===== config.mk =====
export PLATFORM = sky130hd
export DESIGN_NAME = fdcg_config
export DESIGN_NICKNAME = d
export VERILOG_FILES = /design/src/rtl/fdcg_config.v /design/src/rtl/fdcg_sync.v
export VERILOG_INCLUDE_DIRS = /design/src /design/src/rtl
export SDC_FILE = /design/constraint.sdc
export NUM_CORES = 1
export LEC_CHECK = 0
export BUFFER_PORTS_ARGS = -buffer_cell sky130_fd_sc_hd__buf_2
export CORE_MARGIN = 4
export CORE_UTILIZATION = 57
export DETAILED_ROUTE_END_ITERATION = 7
export GPL_ROUTABILITY_DRIVEN = 0
export PLACE_DENSITY = 0.83
export SYNTH_ARGS = -nofsm -noshare
export SYNTH_HDL_FRONTEND = slang
export SYNTH_HIERARCHICAL = 1
export SYNTH_SLANG_ARGS = --single-unit

===== constraint.sdc =====
create_clock -name clk -period 8.4 [get_ports clk]
set_input_delay 0.84 -clock clk [delete_from_list [all_inputs] [get_ports clk]]
set_output_delay 0.84 -clock clk [all_outputs]
set_load 0.03 [all_outputs]

===== src/rtl/fdcg_consts.vh =====
// constants for the floppy configuration and irq/dma gating block
// assumes 8-bit configuration index/data access, one clock domain
`ifndef FDCG_CONSTS_VH
`define FDCG_CONSTS_VH

// configuration indices
`define FDCG_IDX_IRQ_SEL      8'h70
`define FDCG_IDX_DMA_SEL      8'h74
`define FDCG_IDX_MODE         8'hf0
`define FDCG_IDX_OPTION       8'hf1
`define FDCG_IDX_TYPE         8'hf2
`define FDCG_IDX_RSVD         8'hf3
`define FDCG_IDX_DRIVE0       8'hf4
`define FDCG_IDX_DRIVE1       8'hf5

// reset values
`define FDCG_RST_IRQ_SEL      4'h6
`define FDCG_RST_DMA_SEL      3'h2
`define FDCG_RST_MODE         8'h0e
`define FDCG_RST_OPTION       8'h00
`define FDCG_RST_TYPE         8'hff
`define FDCG_RST_DRIVE        8'h00

// writable bits of the per-drive registers
`define FDCG_DRIVE_WMASK      8'h5b

// mode register fields
`define FDCG_MODE_ENH         0
`define FDCG_MODE_NONBURST    1
`define FDCG_MODE_IF_LO       2
`define FDCG_MODE_IF_HI       3
`define FDCG_MODE_PUSHPULL    6
`define FDCG_MODE_TRISTATE    7

// option register fields
`define FDCG_OPT_FWP          0
`define FDCG_OPT_DENS_LO      2
`define FDCG_OPT_DENS_HI      3

// density codes
`define FDCG_DENS_FORCE_ONE   2'h2
`define FDCG_DENS_FORCE_ZERO  2'h3

// per-drive fields
`define FDCG_DRV_TYPE_LO      0
`define FDCG_DRV_TYPE_HI      1
`define FDCG_DRV_RATE_LO      3
`define FDCG_DRV_RATE_HI      4
`define FDCG_DRV_PRECOMP      6

// ecr mode codes with interrupt always on
`define FDCG_ECR_FIFO         3'h2
`define FDCG_ECR_ECP          3'h3
`define FDCG_ECR_TEST         3'h6

// dma channel select range that activates a channel
`define FDCG_DMA_FIRST        3'h1
`define FDCG_DMA_LAST         3'h3

`endif


===== src/rtl/fdcg_config.v =====
// floppy logical device configuration registers and irq/dma gating
// for the floppy, two serial ports and the parallel port.
// assumes index/data access on the core clock, one access per strobe,
// and requests from the device cores on the same clock.
`timescale 1ns/100ps
`include "fdcg_consts.vh"

// Overview of operation
// RL1 - floppy dma gate low blocks irq, dma
// RL2 - floppy powered down blocks irq, dma
// RL3 - serial aux output two low blocks irq
// RL4 - second port infrared dma gate blocks dma
// RL5 - spp/epp: printer irq gate low blocks irq
// RL6 - ecp: dma follows ecp dma gate always
// RL7 - ecr codes 010,011,110 irq on, else gated
// RL8 - vendor registers ignore soft reset
// RL9 - mode bit0 selects enhanced floppy mode
// RL10 - mode bit1 one selects non-burst dma
// RL11 - mode bits3:2 select interface mode
// RL12 - mode bit6 selects push-pull outputs
// RL13 - mode bit7 tri-states drive outputs
// RL14 - mode bit4 plain storage bit
// RL15 - forced write protect when any drive selected
// RL16 - write protect shown in status a bit1
// RL17 - option bits3:2 force density output
// RL18 - type register holds drive types, resets 0xff
// RL19 - index 0xf3 reads zero, read only
// RL20 - per-drive type, rate, zero bits
// RL21 - per-drive bit6 disables precompensation
// RL22 - second drive register mirrors first layout
// RL23 - irq needs nonzero select and local enable
// RL24 - dma needs select 1..3 and local enable
// RL25 - per-drive zero bits ignore writes
module fdcg_config (
    input  wire       clk,
    input  wire       rst,
    input  wire       ce,
    input  wire       soft_rst,
    input  wire       cfg_sel,
    input  wire       cfg_wr,
    input  wire       cfg_rd,
    input  wire [7:0] cfg_index,
    input  wire [7:0] cfg_wdata,
    output reg  [7:0] cfg_rdata,
    output reg        cfg_rvalid,
    input  wire       floppy_dma_gate_bit,
    input  wire       floppy_powered_down,
    input  wire       floppy_irq_req,
    input  wire       floppy_dma_req,
    output reg        floppy_irq_out,
    output reg        floppy_dma_out,
    output reg  [3:0] floppy_irq_level,
    output reg  [2:0] floppy_dma_channel,
    input  wire [1:0] aux_output_two_bit,
    input  wire [1:0] serial_irq_req,
    output reg  [1:0] serial_irq_out,
    input  wire       ir_dma_gate_bit,
    input  wire       ir_dma_req,
    output reg        ir_dma_out,
    input  wire       pp_ecp_enabled,
    input  wire [2:0] ecr_mode,
    input  wire       printer_irq_gate_bit,
    input  wire       ecp_dma_gate_bit,
    input  wire       pp_irq_req,
    input  wire       pp_dma_req,
    output reg        pp_irq_out,
    output reg        pp_dma_out,
    input  wire       write_protect_in_n,
    input  wire       floppy_wp_bit,
    input  wire       drive_select_first_n,
    input  wire       drive_select_second_n,
    output reg        core_write_protect,
    output reg        floppy_status_a_wp,
    input  wire       density_core,
    output reg        density_out,
    input  wire [7:0] drive_out_core,
    output reg  [7:0] drive_out,
    output reg  [7:0] drive_out_oe,
    output reg        enhanced_mode,
    output reg        dma_non_burst,
    output reg  [1:0] interface_mode,
    output reg  [1:0] drive_type_a,
    output reg  [1:0] drive_type_b,
    output reg  [1:0] drive_type_sel_0,
    output reg  [1:0] rate_table_sel_0,
    output reg        precomp_disable_0,
    output reg  [1:0] drive_type_sel_1,
    output reg  [1:0] rate_table_sel_1,
    output reg        precomp_disable_1
);

    // vendor registers
    reg [7:0] floppy_mode_config;
    reg [7:0] floppy_option_config;
    reg [7:0] floppy_drive_type_store;
    reg [7:0] first_drive_settings;
    reg [7:0] second_drive_settings;

    // standard select registers, also reloaded with their reset values by soft reset
    reg [3:0] irq_select;
    reg [2:0] dma_select;

    wire       wr_hit;
    wire       wp_pin_n;
    reg  [7:0] next_rdata;
    reg        next_wp;
    reg        next_density;
    reg        pp_irq_enable;
    reg        irq_sel_ok;
    reg        dma_sel_ok;
    reg        fdc_local_on;
    wire [1:0] dens_code;

    assign wr_hit    = cfg_wr & cfg_sel;
    assign dens_code = floppy_option_config[`FDCG_OPT_DENS_HI:`FDCG_OPT_DENS_LO];

    // write protect pin is asynchronous to clk
    fdcg_sync #(
        .W    (1)
    ) u_wp_sync (
        .clk  (clk),
        .rst  (rst),
        .ce   (ce),
        .d    (write_protect_in_n),
        .init (1'b1),
        .q    (wp_pin_n)
    );

    // RL8 bus reset only
    always @(posedge clk or posedge rst) begin
        if (rst) begin
            floppy_mode_config      <= `FDCG_RST_MODE;
            floppy_option_config    <= `FDCG_RST_OPTION;
            floppy_drive_type_store <= `FDCG_RST_TYPE;
            first_drive_settings    <= `FDCG_RST_DRIVE;
            second_drive_settings   <= `FDCG_RST_DRIVE;
        end else if (ce && wr_hit) begin
            case (cfg_index)
                // RL9 mode register storage
                // RL14 bit4 kept as written
                `FDCG_IDX_MODE: begin
                    floppy_mode_config <= cfg_wdata;
                end
                `FDCG_IDX_OPTION: begin
                    floppy_option_config <= cfg_wdata;
                end
                // RL18 all eight bits stored
                `FDCG_IDX_TYPE: begin
                    floppy_drive_type_store <= cfg_wdata;
                end
                // RL25 zero bits masked
                `FDCG_IDX_DRIVE0: begin
                    first_drive_settings <= cfg_wdata & `FDCG_DRIVE_WMASK;
                end
                // RL22 same mask as first
                `FDCG_IDX_DRIVE1: begin
                    second_drive_settings <= cfg_wdata & `FDCG_DRIVE_WMASK;
                end
                default: begin
                    floppy_mode_config <= floppy_mode_config;
                end
            endcase
        end
    end

    // select registers follow soft reset as well as bus reset
    always @(posedge clk or posedge rst) begin
        if (rst) begin
            irq_select <= `FDCG_RST_IRQ_SEL;
            dma_select <= `FDCG_RST_DMA_SEL;
        end else if (ce) begin
            if (soft_rst) begin
                irq_select <= `FDCG_RST_IRQ_SEL;
                dma_select <= `FDCG_RST_DMA_SEL;
            end else if (wr_hit && cfg_index == `FDCG_IDX_IRQ_SEL) begin
                irq_select <= cfg_wdata[3:0];
            end else if (wr_hit && cfg_index == `FDCG_IDX_DMA_SEL) begin
                dma_select <= cfg_wdata[2:0];
            end
        end
    end

    // read data mux; upper bits of select registers read zero
    always @* begin
        next_rdata = 8'h00;
        case (cfg_index)
            `FDCG_IDX_IRQ_SEL: next_rdata = {4'h0, irq_select};
            `FDCG_IDX_DMA_SEL: next_rdata = {5'h00, dma_select};
            `FDCG_IDX_MODE:    next_rdata = floppy_mode_config;
            `FDCG_IDX_OPTION:  next_rdata = floppy_option_config;
            `FDCG_IDX_TYPE:    next_rdata = floppy_drive_type_store;
            // RL19 reads zero
            `FDCG_IDX_RSVD:    next_rdata = 8'h00;
            // RL20 masked fields
            `FDCG_IDX_DRIVE0:  next_rdata = first_drive_settings & `FDCG_DRIVE_WMASK;
            `FDCG_IDX_DRIVE1:  next_rdata = second_drive_settings & `FDCG_DRIVE_WMASK;
            default:           next_rdata = 8'h00;
        endcase
    end

    always @(posedge clk or posedge rst) begin
        if (rst) begin
            cfg_rdata  <= 8'h00;
            cfg_rvalid <= 1'b0;
        end else if (ce) begin
            cfg_rvalid <= cfg_rd & cfg_sel;
            if (cfg_rd && cfg_sel) begin
                cfg_rdata <= next_rdata;
            end
        end
    end

    // gating terms
    always @* begin
        // RL23 nonzero irq select
        irq_sel_ok = (irq_select != 4'h0);
        // RL24 channel 1..3 only
        dma_sel_ok = (dma_select >= `FDCG_DMA_FIRST) && (dma_select <= `FDCG_DMA_LAST);
        // RL1 dma gate bit
        // RL2 power-down
        fdc_local_on = floppy_dma_gate_bit & ~floppy_powered_down;
        // RL5 spp and epp use printer gate
        pp_irq_enable = printer_irq_gate_bit;
        if (pp_ecp_enabled) begin
            // RL7 ecr mode table
            case (ecr_mode)
                `FDCG_ECR_FIFO: pp_irq_enable = 1'b1;
                `FDCG_ECR_ECP:  pp_irq_enable = 1'b1;
                `FDCG_ECR_TEST: pp_irq_enable = 1'b1;
                default:        pp_irq_enable = printer_irq_gate_bit;
            endcase
        end
    end

    // write protect and density
    always @* begin
        // RL15 forced when any drive selected
        next_wp = (~drive_select_first_n & floppy_option_config[`FDCG_OPT_FWP])
                | (~drive_select_second_n & floppy_option_config[`FDCG_OPT_FWP])
                | ~wp_pin_n
                | floppy_wp_bit;
        // RL17 density override
        case (dens_code)
            `FDCG_DENS_FORCE_ONE:  next_density = 1'b1;
            `FDCG_DENS_FORCE_ZERO: next_density = 1'b0;
            default:               next_density = density_core;
        endcase
    end

    // registered gated requests; one cycle behind the cores
    always @(posedge clk or posedge rst) begin
        if (rst) begin
            floppy_irq_out <= 1'b0;
            floppy_dma_out <= 1'b0;
            ir_dma_out     <= 1'b0;
            pp_irq_out     <= 1'b0;
            pp_dma_out     <= 1'b0;
        end else if (ce) begin
            // RL1 floppy gating
            // RL2 floppy gating
            floppy_irq_out <= floppy_irq_req & fdc_local_on & irq_sel_ok;
            floppy_dma_out <= floppy_dma_req & fdc_local_on & dma_sel_ok;
            // RL4 infrared dma gate
            ir_dma_out     <= ir_dma_req & ir_dma_gate_bit;
            pp_irq_out     <= pp_irq_req & pp_irq_enable;
            // RL6 ecp dma gate, no dma outside ecp
            pp_dma_out     <= pp_dma_req & ecp_dma_gate_bit & pp_ecp_enabled;
        end
    end

    genvar gi;
    generate
        for (gi = 0; gi < 2; gi = gi + 1) begin : g_serial
            // RL3 aux output two gate
            always @(posedge clk or posedge rst) begin
                if (rst) begin
                    serial_irq_out[gi] <= 1'b0;
                end else if (ce) begin
                    serial_irq_out[gi] <= serial_irq_req[gi] & aux_output_two_bit[gi];
                end
            end
        end
    endgenerate

    // drive pins: open-drain drives only lows
    always @(posedge clk or posedge rst) begin
        if (rst) begin
            drive_out    <= 8'h00;
            drive_out_oe <= 8'h00;
        end else if (ce) begin
            // RL13 tri-state all drive outputs
            if (floppy_mode_config[`FDCG_MODE_TRISTATE]) begin
                drive_out    <= 8'h00;
                drive_out_oe <= 8'h00;
            // RL12 push-pull
            end else if (floppy_mode_config[`FDCG_MODE_PUSHPULL]) begin
                drive_out    <= drive_out_core;
                drive_out_oe <= 8'hff;
            // RL12 open-drain
            end else begin
                drive_out    <= 8'h00;
                drive_out_oe <= ~drive_out_core;
            end
        end
    end

    // decoded configuration towards the floppy core
    always @(posedge clk or posedge rst) begin
        if (rst) begin
            core_write_protect <= 1'b0;
            floppy_status_a_wp <= 1'b0;
            density_out        <= 1'b0;
            enhanced_mode      <= 1'b0;
            dma_non_burst      <= 1'b1;
            interface_mode     <= 2'h3;
            drive_type_a       <= 2'h3;
            drive_type_b       <= 2'h3;
            drive_type_sel_0   <= 2'h0;
            rate_table_sel_0   <= 2'h0;
            precomp_disable_0  <= 1'b0;
            drive_type_sel_1   <= 2'h0;
            rate_table_sel_1   <= 2'h0;
            precomp_disable_1  <= 1'b0;
            floppy_irq_level   <= 4'h0;
            floppy_dma_channel <= 3'h0;
        end else if (ce) begin
            core_write_protect <= next_wp;
            // RL16 same term to status a
            floppy_status_a_wp <= next_wp;
            density_out        <= next_density;
            // RL9 enhanced mode
            enhanced_mode      <= floppy_mode_config[`FDCG_MODE_ENH];
            // RL10 burst select
            dma_non_burst      <= floppy_mode_config[`FDCG_MODE_NONBURST];
            // RL11 interface mode, reserved code passed as is
            interface_mode     <= floppy_mode_config[`FDCG_MODE_IF_HI:`FDCG_MODE_IF_LO];
            // RL18 drive type fields
            drive_type_a       <= floppy_drive_type_store[1:0];
            drive_type_b       <= floppy_drive_type_store[3:2];
            // RL20 per-drive fields
            drive_type_sel_0   <= first_drive_settings[`FDCG_DRV_TYPE_HI:`FDCG_DRV_TYPE_LO];
            rate_table_sel_0   <= first_drive_settings[`FDCG_DRV_RATE_HI:`FDCG_DRV_RATE_LO];
            // RL21 precompensation disable
            precomp_disable_0  <= first_drive_settings[`FDCG_DRV_PRECOMP];
            // RL22 second drive
            drive_type_sel_1   <= second_drive_settings[`FDCG_DRV_TYPE_HI:`FDCG_DRV_TYPE_LO];
            rate_table_sel_1   <= second_drive_settings[`FDCG_DRV_RATE_HI:`FDCG_DRV_RATE_LO];
            precomp_disable_1  <= second_drive_settings[`FDCG_DRV_PRECOMP];
            // level and channel only shown while enabled
            floppy_irq_level   <= irq_sel_ok ? irq_select : 4'h0;
            floppy_dma_channel <= dma_sel_ok ? dma_select : 3'h0;
        end
    end

endmodule // fdcg_config


===== src/rtl/fdcg_sync.v =====
// three-stage synchroniser for pin inputs
// assumes inputs are asynchronous to clk; output moves when stages 2 and 3 agree
`timescale 1ns/100ps

module fdcg_sync #(
    parameter W = 1
) (
    input  wire         clk,
    input  wire         rst,
    input  wire         ce,
    input  wire [W-1:0] d,
    input  wire [W-1:0] init,
    output reg  [W-1:0] q
);

    reg [W-1:0] s1;
    reg [W-1:0] s2;
    reg [W-1:0] s3;
    reg         primed;

    // s1 feeds s2 only; the agreement check looks at s2 and s3
    always @(posedge clk or posedge rst) begin
        if (rst) begin
            s1     <= {W{1'b0}};
            s2     <= {W{1'b0}};
            s3     <= {W{1'b0}};
            q      <= {W{1'b0}};
            primed <= 1'b0;
        end else if (ce) begin
            s1 <= d;
            // priming loads the idle level into both compare stages,
            // otherwise the cleared stages fake a change after reset
            if (!primed) begin
                s2     <= init;
                s3     <= init;
                q      <= init;
                primed <= 1'b1;
            end else begin
                s2 <= s1;
                s3 <= s2;
                q  <= (s2 & ~(s2 ^ s3)) | (q & (s2 ^ s3));
            end
        end
    end

endmodule // fdcg_sync


---- Word-level counts from Yosys, hierarchy flattened ----
Cells that the tools add are included.
cells by class
  $lt $le $gt $ge ......................... 2
  equality and inequality tests ........... 13
  mux-type cells .......................... 18
  bitwise operators ....................... 28
  reduce and logical (&&, ||, !) cells .... 17
operator list
  kind                count
  $pmux 8 s7          1
  $eq 8x8->1 const B  5
  $mux 8              4
  $and 1x1->1         17
  $eq 8x7->1 const B  2
  $reduce_and 2->1    7
  $mux 3              4
  $mux 4              3
  $not 8->8           1
  $eq 3x2->1 const B  2
  $logic_and 1x1->1   5
  $mux 1              5
  $not 1->1           5
  $eq 2x2->1 const B  2
  $or 1x1->1          4
  $reduce_bool 2->1   2
  $reduce_bool 4->1   1
  $eq 3x3->1 const B  1
  $ge 3x1->1 const B  1
  $le 3x2->1 const B  1
  $reduce_and 3->1    1
  $reduce_or 3->1     1
  $ne 2x2->1 const B  1
  $pmux 1 s2          1
  $xor 1x1->1         1
word-level totals
  flip-flop bits (word level) ............. 105
  input bits .............................. 54
  output and inout port bits .............. 60
  logic and storage cells ................. 116

---- Longest topological paths before layout ----
  depth in word-level cells ............... 5
  depth in mapped cells ................... 7
  gate-level depth less buffers ........... 5

---- Cells and area by module ----
The synthesis kept the hierarchy.
modules (own cells, without submodules)
  module       instances  cells an instance  area an instance (µm²)  sequential area each (µm²)
  fdcg_config  1          366                4489.3                  2528.7
  fdcg_sync    1          21                 221.5                   125.1

---- Least setup slack after synthesis ----
Ideal clock, no wire load.
  path type ............................... input to register
  start point ............................. input port cfg_index[0]
  end point ............................... register irq_select[1]
  setup time .............................. 0.080 ns
  arrival time ............................ 2.114 ns
  required time ........................... 8.320 ns
  path slack .............................. 6.206 ns
  stages .................................. 6
  path buffers ............................ 2
  cell sequence ........................... clkbuf_1 -> nor4_2 -> and3b_1 -> buf_2 -> mux2_2 -> o22a_1
on the way
  longest elaborated chain between the ends .. 4
ends and longest elaborated chain
  item                                RTL line           RTL
  start, declared                     fdcg_config.v:42   input wire [7:0] cfg_index,
  $eq 8x7->1                          --
  $logic_and 1x1->1 (no source line)  --
  $reduce_bool 2->1 (no source line)  --
  $reduce_and 2->1 (no source line)   --
  end signal, assigned                fdcg_config.v:169  irq_select <= `FDCG_RST_IRQ_SEL;
  end signal, assigned                fdcg_config.v:173  irq_select <= `FDCG_RST_IRQ_SEL;
  end signal, assigned                fdcg_config.v:176  irq_select <= cfg_wdata[3:0];
  end, declared                       fdcg_config.v:100  reg [3:0] irq_select;
Every way passes these cells.
A chain may end at the register's enable or synchronous reset.

---- Worst setup path after layout ----
  start point ............................. input port ce
  end point ............................... register floppy_mode_config[7]
on the way
  longest elaborated chain between the ends .. 2
ends and longest elaborated chain
  item                               RTL line           RTL
  start, declared                    fdcg_config.v:37   input wire ce,
  $logic_and 1x1->1                  fdcg_config.v:137  end else if (ce && wr_hit) begin
  $reduce_and 2->1 (no source line)  --
  end signal, assigned               fdcg_config.v:132  floppy_mode_config <= `FDCG_RST_MODE;
  end signal, assigned               fdcg_config.v:142  floppy_mode_config <= cfg_wdata;
  end signal, assigned               fdcg_config.v:160  floppy_mode_config <= floppy_mode_config;
  end, declared                      fdcg_config.v:93   reg [7:0] floppy_mode_config;
Every way passes these cells.

==> run metrics <==
post-synth top area share 44.6%; Post-layout nets 545; DR vias/cell 5.63; total grt overflow 0; number of global-route vias before repair 3349; CP Data Arrival Time 2.98 ns; Reg clk slew, reported paths 0.09 ns; Detail Placement HPWL 7.67 mm; leading post-synthesis cells by cell area dfrtp_1, mux2_2, dfstp_2; Finish-stage setup viols 0; Synth area leader dfrtp_1; reg-to-reg endpoint cfg_rdata[1]; CTS tree yes; Die X-Extent 98.9 um; latest clock arrival within the worst-skew pair 0.36 ns; largest net degree at the start of global routing 84; CP endpoint floppy_mode_config[7]; CP Max Fanout 83; DRC 0; Cell Pwr Density 174 nW/um^2; Crit-path slowest cell buf_4; first-pass GRT wire length 17.3 mm; Detailed Routing Iterations Pass 1 4; Period Utilization, post-route 32.5%; Starting Density 59.7%; vias post-DR 3364; dpl ws 5.30 ns; yosys warns 6; Die Y 98.9 um; Final Worst Setup Slack 5.67 ns; Worst Reg-to-Reg Cells 5; post-cts sizing count 0; peak supply drop 0.0000980 V; RSZ-0062 raised after global routing no; post-synthesis cell area 4710 um^2; CTS root buf clkbuf_8; Final Hold Viols 0; Lkg Pwr 2.74 nW; Layout fillers 611; crit-path max cell delay 0.65 ns; die area 9780 um^2; Fin Clk Skew 0.00774 ns; Top Usage Layer GRT met2; final-report max-slew violation count 0; area of the core 7890 um^2; met3 usage 3.96%; most common cell after layout, fill and taps aside buf_2; antenna violations before repair 0; num rows 32; count of cell types in the netlist 49; CP required 8.66 ns; commonest cells after routing, fill and taps aside buf_2, dfrtp_1, mux2_2; Gate Count Post-Synth 387; final hold slack 0.388 ns; Yosys reg bits 105; gr usage total 22.3%; met2 Track Usage GR 35.3%; GR Util met1 31.1%; Max-Slew Margin vs Limit 43.4%; Routed Wire Length 10.6 mm; cell chain of the critical path buf_2 -> buf_4 -> and3_1 -> nand2_2 -> or3_1 -> mux2_4; CTS Buf Count 9; area delta synth->final 16.7%; crit path from ce; postcts setup bufs 0; Post-synth EDFFs 0; Clock Sinks 105; CP startpoint kind input pin; fmax 367 MHz; hold buffer count at CTS 0; dominant synthesized flop cell dfrtp_1; reg-to-reg startpoint irq_select[1]; crit path time final 2.73 ns; Hold WC Path Type input pin to asynchronous set/reset pin; WS Path Type input pin to register; IO Pins 114; sequential area share after synthesis 56.3%; syn_area_per_cell 12.2 um^2; DR iter-0 viols 228; MaxCap Viol Count 0; CTS max path bufs 2; Core Util, Final 69.7%; # diodes 0; Synth async-reset ratio 100%; post-route ant nets 0; mean routed wirelength per cell 17.8 um; Fin Setup TNS 0 ns; H-Tree Level Count 3; reg2reg setup slack 6.91 ns; status finished, final reports clean; Critical Path End Type register; share of layout cells above drive strength 1 46.8%; port buffer count 113; Tightest Pin Transition 0.849 ns
==> report_power, final <==
group | internal (mW) | switching (mW) | total (mW)
logic | 0.0473 | 0.0814 | 0.129
clock network | 0.116 | 0.167 | 0.283
registers | 0.531 | 0.0156 | 0.546
==> cell type report <==
cell class | count | area [um^2] | area share, %
sequential | 105 | 2650 | 48.3
multi-input combinational | 237 | 1870 | 34.1
timing repair buffer | 115 | 581 | 10.6
clock buffer | 12 | 145 | 2.64
tap | 102 | 128 | 2.32
inverter | 23 | 88.8 | 1.62
clock inverter | 4 | 28.8 | 0.524
==> kinds of logic after synthesis <==
kind of cell	count (synthesis)	synth area share, %
muxes	83	20.2
buffers and inverters	46	4.01
and+or+nand+nor	76	9.64
AOI/OAI and AO/OA	76	9.72
other	1	0.0796
DFF	105	56.3
==> state kept, by name, indices dropped and copies added (netlist names), 3 cells and up, named ones only <==
signal / cells
irq_select: 4
floppy_option_config: 8
floppy_drive_type_store: 8
drive_out_oe: 8
first_drive_settings: 5
drive_out: 8
cfg_rdata: 8
floppy_dma_channel: 3
floppy_mode_config: 8
floppy_irq_level: 4
second_drive_settings: 5
dma_select: 3
==> through the flow <==
stage / area [um^2] / std cells / total power, mW
global route: 5500 / 598 / 1.00
detailed placement: 5320 / 582 / 0.685
CTS: 5500 / 598 / 0.965
floorplan: 4710 / 388 / 0.638
finish: 5500 / 598 / 0.958
global placement: 5320 / 582 / 0.680
==> metal layers <==
metal	share of wire (%)	routed length (um)
met1	43	4570
met2	49	5240
met3	6.0	638
met4	1.9	205
met5	0	0
==> worst max-delay path, delay by kind of cell <==
kind	cells	cell delay (ns)
mux	1	0.37
simple gates	3	1.03
buf+inv	2	0.73
==> cells in the mapped netlist (3+ instances only) <==
library cell  count
mux2_4            8
inv_1            23
and3_1            6
nand3_1           7
o22ai_1          11
a21oi_1          16
clkbuf_1         15
nand3b_1          3
o21ai_0          27
dfstp_2          21
nand4_1           4
o22a_1            3
nor2_1            6
a31oi_1           4
buf_2             4
mux2i_1          10
mux2_2           64
a22oi_1           5
nor2b_1           5
nand2_1          29
dfrtp_1          84
==> how the worst min path moves through the flow <==
stage                                  startpoint                    endpoint  slack (ns)
after floorplan           floppy_option_config[0]     floppy_option_config[0]        0.47
after global placement               cfg_rdata[6]                cfg_rdata[6]        0.48
after detailed placement             cfg_rdata[1]                cfg_rdata[1]        0.48
after CTS                                     rst  asynchronous set/reset pin        0.39
after global routing                          rst  asynchronous set/reset pin        0.40
final                                         rst                u_wp_sync/s3        0.39
No activity file was read; power rests on OpenSTA's default activity.
